<file path="src/core/status_alarm_pkg.sv">
// Constants shared by the status latch and log block
package status_alarm_pkg;
   localparam int unsigned REG_BITS = 16;
   localparam int unsigned REG_COUNT = 3;
   localparam int unsigned ALL_BITS = REG_BITS * REG_COUNT;
   // System clock rate and the logging boundary period
   localparam int unsigned CLK_HZ = 40_000_000;
   localparam int unsigned BOUNDARY_MIN = 5;
   localparam int unsigned BOUNDARY_SEC = BOUNDARY_MIN * 60;
   // Log entry nature codes
   localparam logic [15:0] NATURE_EVENT = 16'h0200;
   localparam logic [15:0] NATURE_COND_ON = 16'h0400;
   localparam logic [15:0] NATURE_COND_OFF = 16'h0800;
   // Bits classified as events; all other bits are conditions
   localparam logic [15:0] EVENT_MASK1 = 16'hf840;
   localparam logic [15:0] EVENT_MASK2 = 16'h3000;
   localparam logic [15:0] EVENT_MASK3 = 16'h0000;
   // Reset values
   localparam logic [15:0] STATUS_RESET = 16'h0000;
   localparam logic [31:0] STAMP_RESET = 32'h0000_0000;
   // ASCII bases for hex characters
   localparam logic [7:0] ASCII_ZERO = 8'h30;
   localparam logic [7:0] ASCII_LETTER_BASE = 8'h37;
   localparam logic [3:0] DIGIT_LIMIT = 4'h9;
endpackage

</file>
<file path="src/core/status_alarm_latch_logger.sv">
// Status registers, operator alarm latch and status change logger
//
// Overview of operation
// - Three sixteen-bit status registers: calibration, operational, other alarms.
// - Condition bits follow their source and clear once the condition ends.
// - Event bits stay set until the five-minute boundary after being logged.
// - Operator copy of register one keeps raised alarms until manual reset.
// - Manual reset clears only alarms whose cause has gone.
// - A lock input makes manual reset requests be ignored.
// - Registers shown as three four-character hex values, register one first.
// - A status bit that differs from its last logged value, set or clear, gives one time-stamped entry.
// - Each entry names the register as 1, 2 or 3.
// - Each entry names the bit as one hex digit, 0 to 9 then A up.
// - Nature code: event 0200, condition start 0400, condition end 0800.
`timescale 1ns/100ps
module status_alarm_latch_logger #(
   parameter int unsigned CyclesPerSec = status_alarm_pkg::CLK_HZ,
   parameter int unsigned SecPerBoundary = status_alarm_pkg::BOUNDARY_SEC,
   parameter logic [15:0] EventMask1 = status_alarm_pkg::EVENT_MASK1,
   parameter logic [15:0] EventMask2 = status_alarm_pkg::EVENT_MASK2,
   parameter logic [15:0] EventMask3 = status_alarm_pkg::EVENT_MASK3
) (
   input wire logic sys_clk,
   input wire logic srst,
   input wire logic [15:0] source1,
   input wire logic [15:0] source2,
   input wire logic [15:0] source3,
   input wire logic resetRequest,
   input wire logic resetLock,
   input wire logic logReady,
   output logic [15:0] statusReg1,
   output logic [15:0] statusReg2,
   output logic [15:0] statusReg3,
   output logic [15:0] latchedAlarms,
   output logic [95:0] statusSummaryString,
   output logic logValid,
   output logic [1:0] logRegister,
   output logic [3:0] logBitDigit,
   output logic [15:0] logNature,
   output logic [31:0] logStamp
);

   ////////////////////////////////////////////////////////////////////////
   // Helpers

   function automatic logic [7:0] hexChar(input logic [3:0] n);
      if (n > status_alarm_pkg::DIGIT_LIMIT) begin
         return status_alarm_pkg::ASCII_LETTER_BASE + {4'h0, n};
      end else begin
         return status_alarm_pkg::ASCII_ZERO + {4'h0, n};
      end
   endfunction

   // Lowest changed bit wins; the rest follow on later cycles
   function automatic logic [5:0] firstSet(input logic [47:0] v);
      logic [5:0] idx;
      idx = 6'h00;
      for (int i = 47; i >= 0; i--) begin
         if (v[i]) begin
            idx = 6'(i);
         end
      end
      return idx;
   endfunction

   ////////////////////////////////////////////////////////////////////////
   // Timebase: one-second enable, boundary enable and time stamp

   logic [31:0] secCnt_q;
   logic secTick_q;
   logic [31:0] bndCnt_q;
   logic boundaryTick_q;
   logic [31:0] stamp_q;

   always_ff @(posedge sys_clk) begin
      if (srst) begin
         secCnt_q <= 32'h0000_0000;
         secTick_q <= 1'b0;
      end else if (secCnt_q == 32'(CyclesPerSec - 1)) begin
         secCnt_q <= 32'h0000_0000;
         secTick_q <= 1'b1;
      end else begin
         secCnt_q <= secCnt_q + 32'h0000_0001;
         secTick_q <= 1'b0;
      end
   end

   always_ff @(posedge sys_clk) begin
      if (srst) begin
         bndCnt_q <= 32'h0000_0000;
         boundaryTick_q <= 1'b0;
      end else if (secTick_q && bndCnt_q == 32'(SecPerBoundary - 1)) begin
         bndCnt_q <= 32'h0000_0000;
         boundaryTick_q <= 1'b1;
      end else begin
         if (secTick_q) begin
            bndCnt_q <= bndCnt_q + 32'h0000_0001;
         end
         boundaryTick_q <= 1'b0;
      end
   end

   always_ff @(posedge sys_clk) begin
      if (srst) begin
         stamp_q <= status_alarm_pkg::STAMP_RESET;
      end else if (secTick_q) begin
         stamp_q <= stamp_q + 32'h0000_0001;
      end
   end

   ////////////////////////////////////////////////////////////////////////
   // Status registers

   logic [47:0] srcVec;
   logic [47:0] evMask;
   logic [47:0] statusVec;
   logic [47:0] statusD;
   logic [47:0] loggedVec;

   assign srcVec = {source3, source2, source1};
   assign evMask = {EventMask3, EventMask2, EventMask1};
   assign statusVec = {statusReg3, statusReg2, statusReg1};

   always_comb begin
      for (int i = 0; i < 48; i++) begin
         if (evMask[i]) begin
            // A new event pulse wins over the boundary clear
            statusD[i] = srcVec[i]
               | (statusVec[i] & ~(boundaryTick_q & loggedVec[i]));
         end else begin
            statusD[i] = srcVec[i];
         end
      end
   end

   always_ff @(posedge sys_clk) begin
      if (srst) begin
         statusReg1 <= status_alarm_pkg::STATUS_RESET;
         statusReg2 <= status_alarm_pkg::STATUS_RESET;
         statusReg3 <= status_alarm_pkg::STATUS_RESET;
      end else begin
         statusReg1 <= statusD[15:0];
         statusReg2 <= statusD[31:16];
         statusReg3 <= statusD[47:32];
      end
   end

   ////////////////////////////////////////////////////////////////////////
   // Operator latch of register one with protected manual reset

   logic reqMeta_q;
   logic reqSync_q;
   logic reqLast_q;
   logic lockMeta_q;
   logic lockSync_q;
   logic resetAccept;

   always_ff @(posedge sys_clk) begin
      if (srst) begin
         reqMeta_q <= 1'b0;
         reqSync_q <= 1'b0;
         reqLast_q <= 1'b0;
         lockMeta_q <= 1'b0;
         lockSync_q <= 1'b0;
      end else begin
         reqMeta_q <= resetRequest;
         reqSync_q <= reqMeta_q;
         reqLast_q <= reqSync_q;
         lockMeta_q <= resetLock;
         lockSync_q <= lockMeta_q;
      end
   end

   assign resetAccept = reqSync_q & ~reqLast_q & ~lockSync_q;

   always_ff @(posedge sys_clk) begin
      if (srst) begin
         latchedAlarms <= status_alarm_pkg::STATUS_RESET;
      end else if (resetAccept) begin
         latchedAlarms <= statusVec[15:0];
      end else begin
         latchedAlarms <= latchedAlarms | statusVec[15:0];
      end
   end

   ////////////////////////////////////////////////////////////////////////
   // Hex presentation, register one first, top nibble first

   always_ff @(posedge sys_clk) begin
      if (srst) begin
         statusSummaryString <= {12{status_alarm_pkg::ASCII_ZERO}};
      end else begin
         for (int k = 0; k < 12; k++) begin
            statusSummaryString[95 - 8 * k -: 8] <=
               hexChar(statusVec[(k / 4) * 16 + (3 - k % 4) * 4 +: 4]);
         end
      end
   end

   ////////////////////////////////////////////////////////////////////////
   // Status change log

   logic [47:0] logged_q;
   logic [47:0] diffVec;
   logic [5:0] scanIdx;
   logic found;
   logic loadOk;

   assign loggedVec = logged_q;
   assign diffVec = statusVec ^ logged_q;
   assign found = |diffVec;
   assign scanIdx = firstSet(diffVec);
   assign loadOk = ~logValid | logReady;

   always_ff @(posedge sys_clk) begin
      if (srst) begin
         logged_q <= 48'h0000_0000_0000;
      end else if (loadOk && found) begin
         logged_q[scanIdx] <= statusVec[scanIdx];
      end
   end

   always_ff @(posedge sys_clk) begin
      if (srst) begin
         logValid <= 1'b0;
         logRegister <= 2'h0;
         logBitDigit <= 4'h0;
         logNature <= 16'h0000;
         logStamp <= status_alarm_pkg::STAMP_RESET;
      end else if (loadOk && found) begin
         logValid <= 1'b1;
         logRegister <= scanIdx[5:4] + 2'h1;
         logBitDigit <= scanIdx[3:0];
         logStamp <= stamp_q;
         if (evMask[scanIdx]) begin
            logNature <= status_alarm_pkg::NATURE_EVENT;
         end else if (statusVec[scanIdx]) begin
            logNature <= status_alarm_pkg::NATURE_COND_ON;
         end else begin
            logNature <= status_alarm_pkg::NATURE_COND_OFF;
         end
      end else if (logReady) begin
         logValid <= 1'b0;
      end
   end
endmodule

</file>
<file path="config.mk">
export PLATFORM = sky130hd
export DESIGN_NAME = status_alarm_latch_logger
export DESIGN_NICKNAME = d
export VERILOG_FILES = /design/src/core/status_alarm_pkg.sv /design/src/core/status_alarm_latch_logger.sv
export SDC_FILE = /design/constraint.sdc
export NUM_CORES = 1
export LEC_CHECK = 0
export CORE_ASPECT_RATIO = 1.2
export CORE_MARGIN = 8
export CORE_UTILIZATION = 65
export DETAILED_ROUTE_END_ITERATION = 6
export DONT_BUFFER_PORTS = 1
export GPL_TIMING_DRIVEN = 0
export HOLD_SLACK_MARGIN = 0.1
export PLACE_DENSITY = 0.81
export SETUP_SLACK_MARGIN = 0.15
export SLEW_MARGIN = 20
export SYNTH_ARGS = -nofsm -noshare
export SYNTH_HDL_FRONTEND = slang
export SYNTH_SLANG_ARGS = --single-unit
</file>
<file path="constraint.sdc">
create_clock -name sys_clk -period 7.77 [get_ports sys_clk]
set_input_delay 0.777 -clock sys_clk [delete_from_list [all_inputs] [get_ports sys_clk]]
set_output_delay 0.777 -clock sys_clk [all_outputs]
set_load 0.05 [all_outputs]
</file>
# Word-level counts from Yosys, hierarchy flattened
# Memories as Yosys holds them, arrays and structs flattened.
# Index checks and enable logic that the tools add are counted.
[classes]
addsub = 28
magnitude_cmp = 14
n_eq_ne = 2
muxes = 73
bitwise = 40
reduce_logical = 7
[op_table]
columns = ["cell", "n"]
rows = [
  ["$mux 6", 48],
  ["$add 6x4->7 const A", 24],
  ["$add 32x1->32 const B", 3],
  ["$mux 7", 12],
  ["$bwmux 48", 1],
  ["$gt 4x4->1 const B", 12],
  ["$reduce_or 48->1", 1],
  ["$xor 48x48->48", 1],
  ["$eq 32x26->1 const B", 1],
  ["$eq 32x9->1 const B", 1],
  ["$mux 12", 2],
  ["$and 1x1->1", 18],
  ["$mux 16", 1],
  ["$or 16x16->16", 1],
  ["$not 1->1", 11],
  ["$or 1x1->1", 9],
  ["$lt 6x7->1 const B", 1],
  ["$mux 1", 7],
  ["$bmux 1 s6", 1],
  ["$demux 1 s6", 1],
  ["$ge 6x1->1 const B", 1],
  ["$reduce_or 2->1", 2],
  ["$logic_and 1x1->1", 3],
  ["$add 2x1->2 const B", 1],
  ["$reduce_bool 2->1", 1],
]
[word_totals]
reg_bits = 366
romBits = 64
output_inout_bits = 215
wordCells = 186
memories = 1
[memory_table]
columns = ["name", "depth", "width", "read_ports", "rd_clocked_by_memory_dff", "write_ports", "line_no", "text"]
rows = [
  ["(no name shown)", 64, 1, 1, 0, 0, "status_alarm_latch_logger.sv:235", "if (evMask[scanIdx]) begin"],
]

# Depth between registers and ports, before layout
# Gate-level depths: netlist (run 1).
[depth]
word_depth = 54
ltp_mapped = 16
depth_no_buf = 12

# Least setup slack after synthesis (run 1)
# No wires, ideal clock.
[synth_timing]
kind = "register to register"
startpoint = "register statusReg3[9]"
endpoint = "register logged_q[16] (netlist: loggedVec[16])"
arrival_time_ns = 3.552
required_ns = 7.651
path_slack_ns = 4.098
path_stages_with_launch = 14
n_path_buf = 2
synth_period_minus_slack_ns = 3.672
cell_sequence = "dfxtp_1 > xor2_1 > nor4_2 > a2111oi_0 > o311a_1 > or2_1 > a41oi_2 > nor2_1 > nand4bb_1 > o311a_1 > nor3_2 > buf_4 > buf_4 > a21oi_1"
[synth_via]
elab_chain_cells = 48
elab_cells_between_ends = 53
[synth_rtl]
columns = ["item", "line_no", "text"]
rows = [
  ["start: declaration", "status_alarm_latch_logger.sv:33", "output logic [15:0] statusReg3,"],
  ["start signal: assignment", "status_alarm_latch_logger.sv:140", "statusReg3 <= status_alarm_pkg::STATUS_RESET;"],
  ["start signal: assignment", "status_alarm_latch_logger.sv:144", "statusReg3 <= statusD[47:32];"],
  ["$xor 48x48->48", "status_alarm_latch_logger.sv:210", "assign diffVec = statusVec ^ logged_q;"],
  ["$mux 6 (42 in series)", "status_alarm_latch_logger.sv:59", "if (v[i]) begin"],
  ["$lt 6x7->1 (implied by the code) / $ge 6x1->1 (equally long branches)", "status_alarm_latch_logger.sv:219", "logged_q[scanIdx] <= statusVec[scanIdx];"],
  ["$logic_and 1x1->1 (implied by the code)", "status_alarm_latch_logger.sv:219", ""],
  ["$mux 1 (implied by the code)", "status_alarm_latch_logger.sv:219", ""],
  ["$demux 1 s6", "status_alarm_latch_logger.sv:219", ""],
  ["$bwmux 48", "status_alarm_latch_logger.sv:219", ""],
  ["end signal: indexed assignment", "status_alarm_latch_logger.sv:219", ""],
  ["end: declaration", "status_alarm_latch_logger.sv:203", "logic [47:0] logged_q;"],
]
# Several ways; a longest one is shown, not always the timed one. The select of a mux whose other input is x is not followed.
# A chain may end at the register's enable or synchronous reset.

# Worst setup path in the final report (run 1)
[layout_timing]
startpoint = "register statusReg1[10]"
endpoint = "register logged_q[4] (netlist: loggedVec[4])"
[layout_via]
elab_chain_cells = 17
elab_cells_between_ends = 22
[layout_rtl]
columns = ["item", "line_no", "text"]
rows = [
  ["start: declaration", "status_alarm_latch_logger.sv:31", "output logic [15:0] statusReg1,"],
  ["start signal: assignment", "status_alarm_latch_logger.sv:138", "statusReg1 <= status_alarm_pkg::STATUS_RESET;"],
  ["start signal: assignment", "status_alarm_latch_logger.sv:142", "statusReg1 <= statusD[15:0];"],
  ["$xor 48x48->48", "status_alarm_latch_logger.sv:210", ""],
  ["$mux 6 (11 in series)", "status_alarm_latch_logger.sv:59", ""],
  ["$lt 6x7->1 (implied by the code) / $ge 6x1->1 (equally long branches)", "status_alarm_latch_logger.sv:219", ""],
  ["$logic_and 1x1->1 (implied by the code)", "status_alarm_latch_logger.sv:219", ""],
  ["$mux 1 (implied by the code)", "status_alarm_latch_logger.sv:219", ""],
  ["$demux 1 s6", "status_alarm_latch_logger.sv:219", ""],
  ["$bwmux 48", "status_alarm_latch_logger.sv:219", ""],
]
# Several ways; a longest one is shown, not always the timed one. The select of a mux whose other input is x is not followed.

==> results of run 1 <==
-- final timing paths --
check                           cells past startpoint            from              to
worst max-delay path                               12  statusReg1[10]    loggedVec[4]
worst min-delay path                                2     source2[12]  statusReg2[12]
worst max register to register                     12  statusReg1[10]    loggedVec[4]
worst min register to register                      1       reqMeta_q       reqSync_q
-- registers in the layout, summed over array words and instances (netlist names), 2 cells and up --
name and cells:
statusSummaryString 84, loggedVec 48, bndCnt_q 32, logStamp 32
secCnt_q 32, stamp_q 32, latchedAlarms 16, statusReg1 16
statusReg2 16, statusReg3 16, logBitDigit 4, logNature 3
logRegister 2
-- critical path, cell delays in order (launching register included) --
cell and delay, ps:
dfxtp_1 830, xor2_1 280, nor4_1 840, o221ai_1 300
nor2_1 840, mux2_2 430, o32ai_1 170, a221o_1 200
o22ai_1 140, nor3_2 250, buf_4 230, buf_4 230
a21oi_1 80
-- synthesized netlist by cell type, types with 5 or more instances --
| cell type | number |
|---|---|
| buf_2 | 8 |
| xnor2_1 | 62 |
| inv_1 | 47 |
| buf_1 | 10 |
| clkbuf_1 | 46 |
| ha_1 | 30 |
| o21ai_0 | 71 |
| nor3_1 | 12 |
| and3_1 | 43 |
| or3_1 | 14 |
| buf_4 | 28 |
| nand3_1 | 37 |
| nand2b_1 | 5 |
| and4_1 | 11 |
| nand3b_1 | 5 |
| a21oi_1 | 83 |
| and2_1 | 5 |
| nor2_1 | 329 |
| nand2_1 | 94 |
| nor2b_1 | 50 |
| o31ai_1 | 16 |
| dfxtp_1 | 341 |
| xor2_1 | 91 |
| a211oi_1 | 36 |
| mux2i_1 | 41 |
| o211ai_1 | 6 |
| nor4_1 | 16 |
| nand4_1 | 28 |
-- metal layers --
layer	track usage [%]	part of all wire, %	routed length (um)	vias to the layer above
li1	-	-	-	5645
met1	29.9	37	14600	5610
met2	51.1	50	20000	457
met3	8.06	9.0	3600	114
met4	12.3	4.4	1770	0
met5	0	0	0	-
-- stage by stage --
stage	instance area (sq um)	std cells	power, mW	hold slack [ps]	worst slack, ps
after floorplan	14600	1667	2.65	414	4100
after global placement	14900	1946	2.92	418	3000
after detailed placement	14900	1946	2.92	434	2990
after CTS	16000	2003	4.45	318	3010
after global routing	16000	2003	4.60	328	2630
final	16000	2003	4.47	328	2840
-- kinds of logic (layout without fill, tap and decap cells) --
family                   Yosys count  after routing  share of synthesized area, %
AND/OR/NAND/NOR                  675            675                          22.0
flip-flops                       341            341                          47.1
AO/OA/AOI/OAI                    259            259                          11.4
adder cells (fa/ha/maj)           31             31                          2.66
XOR/XNOR                         155            155                          9.47
buffers and inverters            139            196                          4.39
other                              1             25                        0.0259
multiplexers                      42             42                          2.91
-- placed cells by master (no fill, tap or decap), types with 5 or more instances in the layout --
master and n:
dfxtp_1 341, nor2_1 329, nand2_1 94, xor2_1 91, a21oi_1 83, o21ai_0 71, xnor2_1 62, clkbuf_1 56
nor2b_1 50, inv_1 47, and3_1 43, mux2i_1 41, nand3_1 37, a211oi_1 36, clkbuf_16 31, ha_1 30
nand4_1 28, buf_4 28, conb_1 25, nor4_1 16, o31ai_1 16, or3_1 14, nor3_1 12, and4_1 11
buf_1 10, buf_2 8, clkbuf_8 7, o211ai_1 6, nand2b_1 5, and2_1 5, nand3b_1 5, clkinv_2 5
-- final cells by class --
cell class / instances / area (sq um)
buffer: 92 / 460
clock buffer: 48 / 910
clock inverter: 9 / 124
fill: 1668 / 6180
inverter: 47 / 176
multi-input combinational: 1187 / 7120
sequential: 341 / 6830
tap: 279 / 349
-- power by group through the flow --
stage | Sequential (mW) | Clock (mW) | Combinational (mW)
after floorplan | 2.07 | 0 | 0.580
after global placement | 2.10 | 0 | 0.817
after detailed placement | 2.10 | 0 | 0.823
after CTS | 2.06 | 1.56 | 0.829
after global routing | 2.07 | 1.63 | 0.906
final | 2.06 | 1.55 | 0.855
==> run metrics, run 1 <==
status=finished, final reports clean; CP Max Fanout=10; CTS tree=done; die area=27400 sq um; DRT iter0 DRCs=664; Die Wd=152 um; Startpoint Class=flip-flop; first-pass detailed-route iteration total=7; Max transition margin=29.6%; CP Class=flip-flop to flip-flop; drt via density=5.90; worst-case vdd ir drop=0.000174 V; H-tree Lvls=1; PD cells=280 nW/um^2; maxcap violations=0; Fmax=0.203 GHz; Die Y=180 um; crit path time final=4930 ps; clock-pin transition on the worst setup and hold timing paths=70 ps; EDFF count, synth=0; first-pass GRT wire length=62900 um; WP data required=8210 ps; power share of the combinational group=19.1%; Num CTS Buffers=31; asr flop ratio synth=0%; mean routed wirelength per cell=19.9 um; Port Buffers=0; RSZ-0062 raised after global routing=no; Sink Count=341; final core utilization=72.1%; switch share=33.7%; num ports=268; cells resized by post-CTS repair=0; part of the power in registers=46.2%; Slew Limit Fails=0; Layout Skew=19.1 ps; Core Footprint=22100 sq um; synth top area cells=dfxtp_1, nor2_1, xor2_1; GRT overflow=0; Primary FF master, synth=dfxtp_1; top cell type's share of synthesized area=47.1%; hold_buf cts=0; Setup TNS=0 ps; post-CTS setup repair buffer count=0; Final Setup Violations=0; diodes inserted=0; Final Cycle Share=63.5%; switching power of the nets=1.50 mW; synth warn=0; Initial Util=65.4%; RD Place Congestion=0.965; Skew-Pair Late Insertion Delay=570 ps; row cnt=60; final wirelength=40000 um; Hold Path Class=input pin to flip-flop; number of remaining DRC errors=0; Mapped Area=14500 sq um; ANT nets after route=0; post-synthesis sequential area ratio=47.1%; CP arrival=5370 ps; CTS Root Buffer Type=clkbuf_16; library cells used by synthesis=77; dpl hpwl=29200 um; synthesized flop and latch total=341; Yosys top cell by area=dfxtp_1; total vias in the final route=11.8k; reg2reg setup slack=2840 ps; P&R area growth vs syn=10.2%; Int Power=2.96 mW; Final Hold Fails=0; total track usage=28.2%; Pleak=6.37 nW; initial antenna violation count=0; Final #Nets=1783; clk buf depth=3; share of layout cells above drive strength 1=6.15%; Synth Instances=1643; actual slew at the worst max-slew pin=1050 ps; average cell area after synthesis=8.82 sq um; largest net degree at the start of global routing=16; clock network power share=34.6%; vias in the first global route=11.7k; CP Capture Type=flip-flop
(Power assumes the default switching activity.)
==> run 2, diff against run 1 <==
CORE_UTILIZATION = 64   (was 65)
PLACE_DENSITY = 0.8   (was 0.81)
clock period = 5.1 ns   (was 7.77 ns; I/O delays follow)
==> run metrics, run 2 (same netlist as run 1, synthesis figures left out) <==
share of layout cells above drive strength 1=6.50%; dpl cells=1946; Sink Count=341; clock-pin transition on the worst setup and hold timing paths=70 ps; Reg with most FFs=statusSummaryString; switching power of the nets=2.34 mW; total power=7.18 mW; die area=27700 sq um; commonest non-fill, non-tap cells in the layout=dfxtp_1, nor2_1, nand2_1; Fmax=0.205 GHz; mean routed wirelength per cell=20.3 um; RSZ-0062 raised after global routing=no; CP Capture Type=flip-flop; PD cells=432 nW/um^2; maxcap violations=0; Skew-Pair Late Insertion Delay=560 ps; H-tree Lvls=1; Die Y=181 um; switch share=32.7%; drt via density=5.95; status=complete, but fails checks; Setup TNS=0 ps; total track usage=28.8%; Core Footprint=22400 sq um; multi-input logic area=7130 sq um; Slew Limit Fails=0; most common cell after layout, fill and taps aside=dfxtp_1; dpl hpwl=29400 um; GRT overflow=0; initial antenna violation count=2; reg2reg setup slack=230 ps; Hold Slack=112 ps; clk buf depth=3; Startpoint Class=flip-flop; power share of the combinational group=18.8%; Int Power=4.83 mW; CP Class=flip-flop to flip-flop; largest net degree at the start of global routing=16; vias in the first global route=12.2k; non-filler cells, final=2050; cell mode on critical path=buf_4; P&R area growth vs syn=14.5%; actual slew at the worst max-slew pin=905 ps; Final Cycle Share=95.5%; CP arrival=5320 ps; CTS Root Buffer Type=clkbuf_16; num ports=268; DRT iter0 DRCs=855; Port Buffers=0; CP Max Fanout=10; Final #Nets=1828; Final Hold Fails=0; Seq. cell area=6830 sq um; Largest register FFs=84; WP data required=5540 ps; RD Place Congestion=0.957; violated checks=design-rule violations; Initial Util=64.8%; Hold Path Class=input pin to flip-flop; Max transition margin=39.6%; Pleak=6.63 nW; slowest stage cell, crit path=dfxtp_1; Crit path largest cell delay=840 ps; worst-case vdd ir drop=0.000328 V; row cnt=60; part of the power in registers=43.8%; Layout Skew=17.8 ps; Fillers=1612; Num CTS Buffers=31; CTS tree=done; crit path cell chain=xnor2_1, a2111oi_0, o211ai_1, a21oi_2, a311o_1, o32a_1, o2111ai_1, o311a_1, nor3_2, buf_4, buf_4, a21oi_1; number of remaining DRC errors=2; final wirelength=41700 um; total vias in the final route=12.2k; Final Setup Violations=0; clock network power share=37.4%; Die Wd=153 um; ANT nets after route=0; crit path time final=4870 ps; first-pass detailed-route iteration total=7; first-pass GRT wire length=64900 um
==> run 2: changes by cell type in the layout (fill, tap and decap cells not counted), sizes merged <==
cell	previous run	this run
clkinv	5	4
bufinv	3	9
dlygate4sd3	0	45
clkinvlp	0	2
clkbuf	94	88
diode	0	2
inv	48	47
==> run 2: final timing paths <==
| kind | from | end | depth (start not counted) |
|---|---|---|---|
| max | statusReg2[6] | loggedVec[39] | 12 |
| max reg2reg | statusReg2[6] | loggedVec[39] | 12 |
| min reg2reg | lockMeta_q | lockSync_q | 1 |
| min | source2[14] | statusReg2[14] | 1 |
==> run 2: worst max-delay path: cells and delay by family, from the launching register on <==
family | cells | cell delay (ps)
AOI/OAI and AO/OA | 8 | 2970
xor gates and xnor gates | 1 | 280
buffers and inverters | 2 | 450
DFF | 1 | 840
and+or+nand+nor | 1 | 210
==> run 2: what timing repair did <==
item	in CTS	in global routing
endpoints found under the hold margin	44	1
setup endpoints to repair	0	48
setup buffers	0	0
gates resized for setup	0	4
hold buffers	44	1
==> run 2: area by class of cell <==
type / instances / area share [%]
multi-input combinational: 1187 / 43.0
sequential: 341 / 41.1
clock buffer: 42 / 5.34
buffer: 92 / 2.77
timing repair buffer: 45 / 2.71
tap: 279 / 2.10
clock inverter: 15 / 1.86
inverter: 47 / 1.06
antenna: 2 / 0.0301
==> run 2: per-stage QoR <==
| stage | setup slack, ps | area [sq um] | util [%] |
|---|---|---|---|
| floorplan | 1430 | 14600 | - |
| global placement | 391 | 14900 | 66.7 |
| detailed placement | 335 | 14900 | 66.7 |
| CTS | 310 | 16600 | 74.1 |
| global route | 168 | 16600 | 74.2 |
| finish | 228 | 16600 | 74.2 |
==> run 2: power by group through the flow <==
stage | registers [mW] | logic (mW) | clock network (mW)
after floorplan | 3.15 | 0.883 | 0
after global placement | 3.20 | 1.24 | 0
after detailed placement | 3.20 | 1.25 | 0
after CTS | 3.14 | 1.29 | 2.69
after global routing | 3.15 | 1.43 | 2.82
final | 3.14 | 1.35 | 2.69
==> run 2: routing by layer <==
layer | share of wire (%) | GRT usage (%) | vias up | wire [um]
met5 | 0.038 | 0 | - | 16
met4 | 5.4 | 15.5 | 2 | 2270
met3 | 9.1 | 8.40 | 154 | 3810
met2 | 49 | 51.4 | 522 | 20600
met1 | 36 | 29.9 | 5770 | 15000
li1 | - | - | 5754 | -
